## config.mk

```make
export PLATFORM = sky130hd
export DESIGN_NAME = lighting_ballast_command_link
export DESIGN_NICKNAME = d
export VERILOG_FILES = /design/src/logic/ballast_link_pkg.sv /design/src/logic/lighting_ballast_command_link.sv /design/src/logic/line_sync.sv
export SDC_FILE = /design/constraint.sdc
export NUM_CORES = 1
export LEC_CHECK = 0
export BUFFER_PORTS_ARGS = -buffer_cell sky130_fd_sc_hd__buf_2
export CORE_AREA = 2 2 147 164
export DETAILED_ROUTE_END_ITERATION = 12
export DIE_AREA = 0 0 149 166
export PLACE_DENSITY = 0.8
export REMOVE_ABC_BUFFERS = 1
export SLEW_MARGIN = 20
export SYNTH_ARGS = -nofsm -noshare
export SYNTH_HDL_FRONTEND = slang
export SYNTH_HIERARCHICAL = 1
export SYNTH_SLANG_ARGS = --single-unit
```

## constraint.sdc

```tcl
create_clock -name mclk -period 3 [get_ports mclk]
set_input_delay 0.3 -clock mclk [delete_from_list [all_inputs] [get_ports mclk]]
set_output_delay 0.3 -clock mclk [all_outputs]
set_load 0.01 [all_outputs]
```

## src/logic/ballast_link_pkg.sv

```systemverilog
// Constants shared by the ballast command link
package ballast_link_pkg;

	// ****************************************
	// Timing
	// ****************************************
	localparam int unsigned MCLK_HZ = 40_000_000;
	localparam int unsigned LINE_BAUD = 1200;
	// Half bit period rounded down to whole cycles (16666 at 40 MHz)
	localparam int unsigned HALF_BIT_CYCLES = MCLK_HZ / (2 * LINE_BAUD);
	localparam int unsigned TMR_W = 16;
	localparam int unsigned SYNC_STAGES = 3;

	// ****************************************
	// Frame layout, counted in half bits
	// ****************************************
	localparam logic [5:0] RX_LAST_DATA_HALF = 6'h21;
	localparam logic [5:0] RX_LAST_HALF = 6'h25;
	localparam logic [4:0] TX_LAST_DATA_HALF = 5'h11;
	localparam logic [4:0] TX_LAST_HALF = 5'h15;
	localparam logic [4:0] SETTLE_HALVES = 5'h07;

	// ****************************************
	// Addressing and levels
	// ****************************************
	localparam logic [7:0] ADDR_DATA_LOAD = 8'ha3;
	localparam logic [6:0] ADDR_BROADCAST = 7'h7f;
	localparam logic [2:0] ADDR_GROUP_TAG = 3'h4;
	localparam logic [7:0] LEVEL_OFF = 8'h00;
	localparam logic [7:0] LEVEL_MIN_RST = 8'h7e;
	localparam logic [7:0] LEVEL_MAX = 8'hfe;
	localparam logic [7:0] LEVEL_MASK = 8'hff;
	localparam logic [7:0] REPLY_YES = 8'hff;
	localparam logic [5:0] SHORT_ADDR_RST = 6'h00;
	localparam logic [15:0] GROUPS_RST = 16'h0000;
	localparam logic [7:0] DATA_RST = 8'h00;

	// ****************************************
	// Command codes (upper nibble selects a family)
	// ****************************************
	localparam logic [7:0] CMD_OFF = 8'h00;
	localparam logic [7:0] CMD_RECALL_MAX = 8'h05;
	localparam logic [3:0] CMD_GO_SCENE = 4'h1;
	localparam logic [3:0] CMD_STORE_SCENE = 4'h4;
	localparam logic [3:0] CMD_ADD_GROUP = 4'h6;
	localparam logic [3:0] CMD_REMOVE_GROUP = 4'h7;
	localparam logic [7:0] CMD_SET_SHORT_ADDR = 8'h80;
	localparam logic [7:0] CMD_QUERY_STATUS = 8'h90;
	localparam logic [7:0] CMD_QUERY_LAMP_FAIL = 8'h92;
	localparam logic [7:0] CMD_QUERY_LEVEL = 8'ha0;

	typedef enum logic [4:0] {
		ST_IDLE = 5'h01,
		ST_RX = 5'h02,
		ST_EXEC = 5'h04,
		ST_SETTLE = 5'h08,
		ST_TX = 5'h10
	} link_state_type;

endpackage

```

## src/logic/lighting_ballast_command_link.sv

```systemverilog
// Ballast side of the two-wire lighting command link: receiver, command executer, backward reply
// Overview of operation
// - Forward frame is one start bit, sixteen data bits, two stop bits.
// - Bit timing runs at 1200 baud, derived from the system clock.
// - One six-bit short address gives up to 64 independent ballasts.
// - Sixteen group membership flags; act on commands to any member group.
// - Sixteen stored scene levels, applied when the scene is recalled.
// - Level code spans 254 logarithmic steps from full down to 0.1 percent.
// - Requested levels below the minimum level are raised to it.
// - Accept frames for own short address, a member group, or broadcast.
// - Execute direct level, on, off, store scene and recall scene.
// - Answer status, lamp failure and level queries to the master.
// - Configuration commands set the short address and group memberships.
// - Reserved command codes cause no action at all.
// - Replies short the control line during each low half-bit.
// - Lamp switched on and off internally; mains stays present.
// - Address, groups and scenes kept in non-volatile store, restored at power-up.
module lighting_ballast_command_link #(
	parameter int unsigned HALF_BIT_CYCLES = ballast_link_pkg::HALF_BIT_CYCLES,
	parameter logic [7:0] MIN_LEVEL = ballast_link_pkg::LEVEL_MIN_RST
) (
	// Clock and reset
	input wire logic mclk,
	input wire logic nrst,
	// Control line
	input wire logic control_line_terminal,
	output logic backward_short_q,
	// Lamp
	input wire logic lamp_fail,
	output logic lamp_on_q,
	output logic [7:0] arc_level_q,
	// Non-volatile settings
	input wire logic nv_restore,
	input wire logic nv_addr_valid,
	input wire logic [5:0] nv_short_addr,
	input wire logic [15:0] nv_groups,
	input wire logic [15:0][7:0] nv_scenes,
	output logic addr_valid_q,
	output logic [5:0] short_addr_q,
	output logic [15:0] groups_q,
	output logic [15:0][7:0] scenes_q,
	output logic nv_save_q,
	// Diagnostics
	output logic frame_err_q
);

	localparam logic [ballast_link_pkg::TMR_W-1:0] HALF_RELOAD = ballast_link_pkg::TMR_W'(HALF_BIT_CYCLES - 1);
	localparam logic [ballast_link_pkg::TMR_W-1:0] QUARTER_RELOAD = ballast_link_pkg::TMR_W'(HALF_BIT_CYCLES / 2 - 1);

	logic line;
	ballast_link_pkg::link_state_type state_q, state_d;
	logic [ballast_link_pkg::TMR_W-1:0] tmr_q, tmr_d;
	logic [5:0] idx_q, idx_d;
	logic first_half_q, first_half_d;
	logic [16:0] shift_q, shift_d;
	logic [7:0] dtr_q, dtr_d;
	logic [7:0] reply_q, reply_d;
	logic backward_short_d, lamp_on_d, nv_save_d, frame_err_d, addr_valid_d;
	logic [7:0] arc_level_d;
	logic [5:0] short_addr_d;
	logic [15:0] groups_d;
	logic [15:0][7:0] scenes_d;
	logic [7:0] addr_byte, data_byte, req_level, tx_byte;
	logic selected, req_valid, tx_bit;
	logic [3:0] tx_bit_idx;

	// ****************************************
	// Line input
	// ****************************************
	line_sync u_line_sync (
		.mclk(mclk),
		.nrst(nrst),
		.raw_in(control_line_terminal),
		.level_q(line)
	);

	// ****************************************
	// Next-state logic
	// ****************************************
	always_comb begin
		state_d = state_q;
		tmr_d = tmr_q;
		idx_d = idx_q;
		first_half_d = first_half_q;
		shift_d = shift_q;
		dtr_d = dtr_q;
		reply_d = reply_q;
		backward_short_d = 1'b0;
		lamp_on_d = lamp_on_q;
		arc_level_d = arc_level_q;
		addr_valid_d = addr_valid_q;
		short_addr_d = short_addr_q;
		groups_d = groups_q;
		scenes_d = scenes_q;
		nv_save_d = 1'b0;
		frame_err_d = 1'b0;
		req_valid = 1'b0;
		req_level = ballast_link_pkg::LEVEL_OFF;
		addr_byte = shift_q[15:8];
		data_byte = shift_q[7:0];
		// Own short address, a member group, or everyone
		selected = (!addr_byte[7] && addr_valid_q && addr_byte[6:1] == short_addr_q)
			|| (addr_byte[7:5] == ballast_link_pkg::ADDR_GROUP_TAG && groups_q[addr_byte[4:1]])
			|| (addr_byte[7:1] == ballast_link_pkg::ADDR_BROADCAST);
		tx_bit_idx = 4'(idx_q[4:1]);
		tx_byte = reply_q << (tx_bit_idx - 4'h1);
		tx_bit = (tx_bit_idx == 4'h0) ? 1'b1 : tx_byte[7];
		unique case (state_q)
			ballast_link_pkg::ST_IDLE: begin
				// Falling edge of the start bit; first sample lands mid first half
				if (!line) begin
					state_d = ballast_link_pkg::ST_RX;
					tmr_d = QUARTER_RELOAD;
					idx_d = 6'h00;
				end
			end
			ballast_link_pkg::ST_RX: begin
				if (tmr_q != '0) begin
					tmr_d = tmr_q - 1'b1;
				end else begin
					tmr_d = HALF_RELOAD;
					idx_d = idx_q + 6'h01;
					if (idx_q <= ballast_link_pkg::RX_LAST_DATA_HALF) begin
						if (!idx_q[0]) begin
							first_half_d = line;
						end else if (line == first_half_q) begin
							// No mid-bit transition
							frame_err_d = 1'b1;
							state_d = ballast_link_pkg::ST_IDLE;
						end else begin
							shift_d = {shift_q[15:0], line};
						end
					end else if (!line) begin
						// Stop bits must stay released
						frame_err_d = 1'b1;
						state_d = ballast_link_pkg::ST_IDLE;
					end
					if (idx_q == ballast_link_pkg::RX_LAST_HALF && line) begin
						state_d = ballast_link_pkg::ST_EXEC;
					end
				end
			end
			ballast_link_pkg::ST_EXEC: begin
				state_d = ballast_link_pkg::ST_IDLE;
				if (!shift_q[16]) begin
					frame_err_d = 1'b1;
				end else if (addr_byte == ballast_link_pkg::ADDR_DATA_LOAD) begin
					dtr_d = data_byte;
				end else if (selected && !addr_byte[0]) begin
					req_valid = data_byte != ballast_link_pkg::LEVEL_MASK;
					req_level = data_byte;
				end else if (selected) begin
					if (data_byte == ballast_link_pkg::CMD_OFF) begin
						req_valid = 1'b1;
					end else if (data_byte == ballast_link_pkg::CMD_RECALL_MAX) begin
						req_valid = 1'b1;
						req_level = ballast_link_pkg::LEVEL_MAX;
					end else if (data_byte[7:4] == ballast_link_pkg::CMD_GO_SCENE) begin
						req_valid = scenes_q[data_byte[3:0]] != ballast_link_pkg::LEVEL_MASK;
						req_level = scenes_q[data_byte[3:0]];
					end else if (data_byte[7:4] == ballast_link_pkg::CMD_STORE_SCENE) begin
						scenes_d[data_byte[3:0]] = lamp_on_q ? arc_level_q : ballast_link_pkg::LEVEL_OFF;
						nv_save_d = 1'b1;
					end else if (data_byte[7:4] == ballast_link_pkg::CMD_ADD_GROUP) begin
						groups_d[data_byte[3:0]] = 1'b1;
						nv_save_d = 1'b1;
					end else if (data_byte[7:4] == ballast_link_pkg::CMD_REMOVE_GROUP) begin
						groups_d[data_byte[3:0]] = 1'b0;
						nv_save_d = 1'b1;
					end else if (data_byte == ballast_link_pkg::CMD_SET_SHORT_ADDR) begin
						// Data 0AAAAAA1 assigns, all ones clears the address
						addr_valid_d = dtr_q != ballast_link_pkg::LEVEL_MASK;
						short_addr_d = dtr_q[6:1];
						nv_save_d = 1'b1;
					end else if (data_byte == ballast_link_pkg::CMD_QUERY_STATUS) begin
						reply_d = {5'h00, !addr_valid_q, lamp_on_q, lamp_fail};
						state_d = ballast_link_pkg::ST_SETTLE;
					end else if (data_byte == ballast_link_pkg::CMD_QUERY_LAMP_FAIL) begin
						// A negative answer is silence
						reply_d = ballast_link_pkg::REPLY_YES;
						state_d = lamp_fail ? ballast_link_pkg::ST_SETTLE : ballast_link_pkg::ST_IDLE;
					end else if (data_byte == ballast_link_pkg::CMD_QUERY_LEVEL) begin
						reply_d = lamp_on_q ? arc_level_q : ballast_link_pkg::LEVEL_OFF;
						state_d = ballast_link_pkg::ST_SETTLE;
					end
					// Any other code falls through untouched
				end
				tmr_d = HALF_RELOAD;
				idx_d = 6'h00;
			end
			ballast_link_pkg::ST_SETTLE: begin
				if (tmr_q != '0) begin
					tmr_d = tmr_q - 1'b1;
				end else begin
					tmr_d = HALF_RELOAD;
					idx_d = idx_q + 6'h01;
					if (idx_q[4:0] == ballast_link_pkg::SETTLE_HALVES) begin
						state_d = ballast_link_pkg::ST_TX;
						idx_d = 6'h00;
					end
				end
			end
			ballast_link_pkg::ST_TX: begin
				// Start bit then eight data bits, MSB first; low half means short
				if (idx_q[4:0] <= ballast_link_pkg::TX_LAST_DATA_HALF) begin
					backward_short_d = idx_q[0] ? !tx_bit : tx_bit;
				end
				if (tmr_q != '0) begin
					tmr_d = tmr_q - 1'b1;
				end else begin
					tmr_d = HALF_RELOAD;
					idx_d = idx_q + 6'h01;
					if (idx_q[4:0] == ballast_link_pkg::TX_LAST_HALF) begin
						state_d = ballast_link_pkg::ST_IDLE;
						backward_short_d = 1'b0;
					end
				end
			end
		endcase
		if (req_valid) begin
			if (req_level == ballast_link_pkg::LEVEL_OFF) begin
				lamp_on_d = 1'b0;
			end else begin
				lamp_on_d = 1'b1;
				if (req_level < MIN_LEVEL) begin
					arc_level_d = MIN_LEVEL;
				end else if (req_level > ballast_link_pkg::LEVEL_MAX) begin
					arc_level_d = ballast_link_pkg::LEVEL_MAX;
				end else begin
					arc_level_d = req_level;
				end
			end
		end
		if (nv_restore) begin
			addr_valid_d = nv_addr_valid;
			short_addr_d = nv_short_addr;
			groups_d = nv_groups;
			scenes_d = nv_scenes;
		end
	end

	// ****************************************
	// State registers
	// ****************************************
	always_ff @(posedge mclk) begin
		if (!nrst) begin
			state_q <= ballast_link_pkg::ST_IDLE;
			tmr_q <= '0;
			idx_q <= 6'h00;
			first_half_q <= 1'b1;
			shift_q <= 17'h00000;
			dtr_q <= ballast_link_pkg::DATA_RST;
			reply_q <= ballast_link_pkg::DATA_RST;
			backward_short_q <= 1'b0;
			lamp_on_q <= 1'b0;
			arc_level_q <= ballast_link_pkg::LEVEL_MAX;
			addr_valid_q <= 1'b0;
			short_addr_q <= ballast_link_pkg::SHORT_ADDR_RST;
			groups_q <= ballast_link_pkg::GROUPS_RST;
			scenes_q <= {16{ballast_link_pkg::LEVEL_MASK}};
			nv_save_q <= 1'b0;
			frame_err_q <= 1'b0;
		end else begin
			state_q <= state_d;
			tmr_q <= tmr_d;
			idx_q <= idx_d;
			first_half_q <= first_half_d;
			shift_q <= shift_d;
			dtr_q <= dtr_d;
			reply_q <= reply_d;
			backward_short_q <= backward_short_d;
			lamp_on_q <= lamp_on_d;
			arc_level_q <= arc_level_d;
			addr_valid_q <= addr_valid_d;
			short_addr_q <= short_addr_d;
			groups_q <= groups_d;
			scenes_q <= scenes_d;
			nv_save_q <= nv_save_d;
			frame_err_q <= frame_err_d;
		end
	end

endmodule

```

## src/logic/line_sync.sv

```systemverilog
// Three-stage synchroniser that accepts a change once stages two and three agree
module line_sync (
	// Clock and reset
	input wire logic mclk,
	input wire logic nrst,
	// Raw and filtered level
	input wire logic raw_in,
	output logic level_q
);

	logic [2:0] stage_q;
	logic [2:0] stage_d;
	logic level_d;

	always_comb begin
		stage_d = {stage_q[1:0], raw_in};
		level_d = level_q;
		if (stage_q[2] == stage_q[1]) begin
			level_d = stage_q[2];
		end
	end

	always_ff @(posedge mclk) begin
		if (!nrst) begin
			stage_q <= 3'h7;
			level_q <= 1'b1;
		end else begin
			stage_q <= stage_d;
			level_q <= level_d;
		end
	end

endmodule

```

==> results.sh <==
export IMPL_final_common_cell="buf_2"
export IMPL_slowest_delay_ns=0.38
export IMPL_wl_met2_microns=23310
export IMPL_slew_headroom=0.3795
export IMPL_diodes=0
export IMPL_cts_root_buffer="clkbuf_16"
export IMPL_endpoint_kind="flip-flop"
export IMPL_numCtsBuffers=25
export IMPL_hold_path_depth=3
export IMPL_ys_warn_count=6
export IMPL_crit_required_ns=3.42
export IMPL_ys_ff_latch=228
export IMPL_synthFlopType="dfxtp_1"
export IMPL_final_cells=2116
export IMPL_hold_class="in -> reg"
export IMPL_grt_pass1_wl_microns=73520
export IMPL_area_delta_synth_final_pct=29.42
export IMPL_ctsLongestPathBuffers=3
export IMPL_ys_async_sr_fraction=0
export IMPL_clock_sinks=228
export IMPL_die_w_microns=149
export IMPL_grt_pass1_vias=12973
export IMPL_avgSynthCellArea_sq_um=8.776
export IMPL_die_y_microns=166
export IMPL_layout_nets=1955
export IMPL_grt_use_total=0.3799
export IMPL_drc=0
export IMPL_htreeDepth=1
export IMPL_tritoncts="yes"
export IMPL_worstSetupPathType="reg -> reg"
export IMPL_setup_violations=0
export IMPL_hold_violations=0
export IMPL_ios=319
export IMPL_finalPower_w=0.008136
export IMPL_portBuffers=318
export IMPL_path_max_fanout=8
export IMPL_drt_met1_wl_microns=17570
export IMPL_finalWirelength_microns=48320
export IMPL_synth_seq_area_share=0.3720
export IMPL_cap_violations=0
export IMPL_period_minus_slack_ns=2.894
export IMPL_syn_inst=1398
export IMPL_gr_total_overflow=0
export IMPL_outcome="finished clean"
export IMPL_postRouteAntennaNets=0
export IMPL_slew_violations=0
export IMPL_worst_pin_slew_ns=0.9288
export IMPL_dr_total_vias=13255
export IMPL_fp_dieArea_sq_mm=0.02473
export IMPL_dr_first_iter_drc_count=1435
export IMPL_start_util=0.5293
export IMPL_core_area_sq_mm=0.02318
export IMPL_powerDensity_mw_per_mm2=512.4
export IMPL_clock_fmax_mhz=345.5
export IMPL_peakVddDrop_uv=396.5
export IMPL_synth_edf_count=0
export IMPL_numPlacedInstances=2069
export IMPL_grt_max_degree=119
export IMPL_clkTransAtPathRegs_ns=0.07
export IMPL_startpoint_type="flip-flop"
export IMPL_timing_rr_end="scenes_q[13]"
export IMPL_place_congestion=0.9929
export IMPL_layout_drive_gt1_share=0.3263
export IMPL_worstPathCellList="mux4_2 -> mux2i_1 -> a211o_1 -> a21o_1 -> o41ai_2 -> buf_4 -> and2_1 -> nand2_1 -> o22a_1"
export IMPL_reg2reg_from="shift_q[9]"
export IMPL_hold_start="nv_groups[9]"
export IMPL_drt_pass1_iterations=7
export IMPL_clock_skew_ns=0.01453
export IMPL_leakage_nw=6.572
export IMPL_yosysUniqueCellTypes=79
export IMPL_rrSetupSlack_ns=0.11
export IMPL_rows=59
export IMPL_final_util=0.6850
export IMPL_highest_layer="met4"
export IMPL_antenna_found_initial=0
export IMPL_wl_met3_microns=4504
export IMPL_rr_worst_depth=9
export IMPL_crit_path_top_delay_cell="o41ai_2"
export IMPL_critical_path_arrival_ns=3.31
export IMPL_syn_area_sq_mm=0.01227
export IMPL_via_per_inst=6.264
export IMPL_post_route_period_util=0.9647
export IMPL_layout_common_cells="317 x buf_2, 225 x dfxtp_1, 144 x a21oi_1"
export IMPL_hpwlAfterDp_microns=36880
export IMPL_insertion_delay_ns=0.53
export IMPL_wl_per_cell_microns=22.84
export IMPL_grt_setup_unrepaired="true"
==> how the worst max path moves through the flow <==
stage,from,endpoint,slack [ns],cells past startpoint
floorplan,shift_q[1],arc_level_q[0],-0.97,7
global placement,shift_q[1],arc_level_q[0],-0.03,8
detailed placement,shift_q[1],arc_level_q[0],-0.05,9
CTS,shift_q[1],arc_level_q[0],0.04,9
global route,shift_q[1],arc_level_q[4],-0.06,11
finish,shift_q[9],scenes_q[13],0.11,9
==> Yosys cell counts (4+ instances only) <==
library cell / instances / area [sq um]
a211o_1: 6 / 52.55
a211oi_1: 7 / 52.55
a21boi_0: 10 / 75.07
a21o_1: 6 / 45.04
a21oi_1: 144 / 720.7
a221o_1: 18 / 180.2
a2bb2oi_1: 6 / 52.55
a31oi_1: 5 / 31.28
and2_1: 15 / 93.84
and3_1: 6 / 37.54
and4_1: 5 / 43.79
buf_1: 5 / 18.77
buf_2: 18 / 90.09
buf_6: 5 / 56.30
clkbuf_1: 53 / 198.9
dfxtp_1: 228 / 4564
ha_1: 6 / 75.07
inv_1: 79 / 296.5
mux2_2: 12 / 135.1
mux2i_1: 67 / 670.6
mux4_2: 32 / 720.7
nand2_1: 134 / 503.0
nand2b_1: 14 / 87.58
nand3_1: 25 / 125.1
nand4_1: 12 / 75.07
nor2_1: 107 / 401.6
nor2b_1: 64 / 400.4
nor3_1: 21 / 105.1
nor4_1: 7 / 43.79
o211ai_1: 23 / 172.7
o21ai_0: 62 / 310.3
o21ai_1: 4 / 20.02
o21ai_2: 6 / 52.55
o221a_2: 4 / 45.04
o22a_1: 77 / 674.4
o22ai_1: 7 / 43.79
o31ai_4: 4 / 85.08
or2_2: 6 / 37.54
or3_1: 4 / 25.02
xnor2_1: 10 / 87.58
xor2_1: 12 / 105.1
==> through the flow <==
stage / instance area, sq um / setup WS (ns) / TNS (ns) / hold WS (ns)
2_1_floorplan: 11860 / -0.9748 / -94.64 / 0.3718
5_1_grt: 15880 / -0.06049 / -0.2835 / 0.06489
3_3_place_gp: 14970 / -0.02531 / -0.02531 / 0.3958
6_report: 15880 / 0.1058 / 0 / 0.04121
4_1_cts: 15830 / 0.04122 / 0 / 0.03589
3_5_place_dp: 14970 / -0.04685 / -0.2311 / 0.3965
==> cells by family (layout without fill, tap and decap cells) <==
group / Yosys count / after routing / share of synthesized area
simple gates: 439 / 439 / 0.1788
flops: 228 / 228 / 0.3720
buf+inv: 164 / 577 / 0.05731
fa+ha+maj: 6 / 6 / 0.006119
compound gates: 426 / 426 / 0.2414
mux: 113 / 113 / 0.1287
xor+xnor: 22 / 22 / 0.01570
==> layout make-up <==
cell class / instances / area, sq um
Fill cell: 1889 / 7301
Sequential cell: 228 / 4571
Clock inverter: 9 / 122.6
Inverter: 79 / 296.5
Clock buffer: 36 / 706.9
Multi-Input combinational cell: 1006 / 7062
Timing Repair Buffer: 453 / 2739
Tap cell: 305 / 381.6
==> layer usage <==
layer | up-vias | global-route usage
met5 | - | 0
li1 | 5885 | -
met1 | 6285 | 0.4657
met3 | 218 | 0.06044
met2 | 867 | 0.6402
met4 | 0 | 0.1992
==> state kept, by name (all words and copies together) (netlist names), 3 cells and up, named ones only <==
name                 flops
arc_level_q              8
short_addr_q             6
tmr_q                   16
shift_q                 17
state_q                  5
u_line_sync/stage_q      3
reply_q                  8
dtr_q                    8
scenes_q               128
idx_q                    6
==> repair_timing <==
item                                    in CTS  in global routing
gates cloned                                 0                  0
pin swaps                                    0                  2
setup buffers                                0                  1
hold buffers                                 1                  0
endpoints found under the hold margin        1                  0
resized for setup                            3                 15
endpoints found under the setup margin      16                 81
==> critical path, delay by kind of cell, from the launching register on <==
family	cells	cell delay (ns)
mux	2	0.43
compound gates	4	1.20
simple gates	2	0.59
buf+inv	1	0.19
flops	1	0.36
==> report_power, final <==
group	leakage (nW)	internal, W	switching (W)
clock	0.407	0.00189	0.00127
combinational	4.29	0.000712	0.000833
sequential	1.87	0.00321	0.000223
total	6.57	0.00581	0.00233
(Power assumes the default switching activity.)
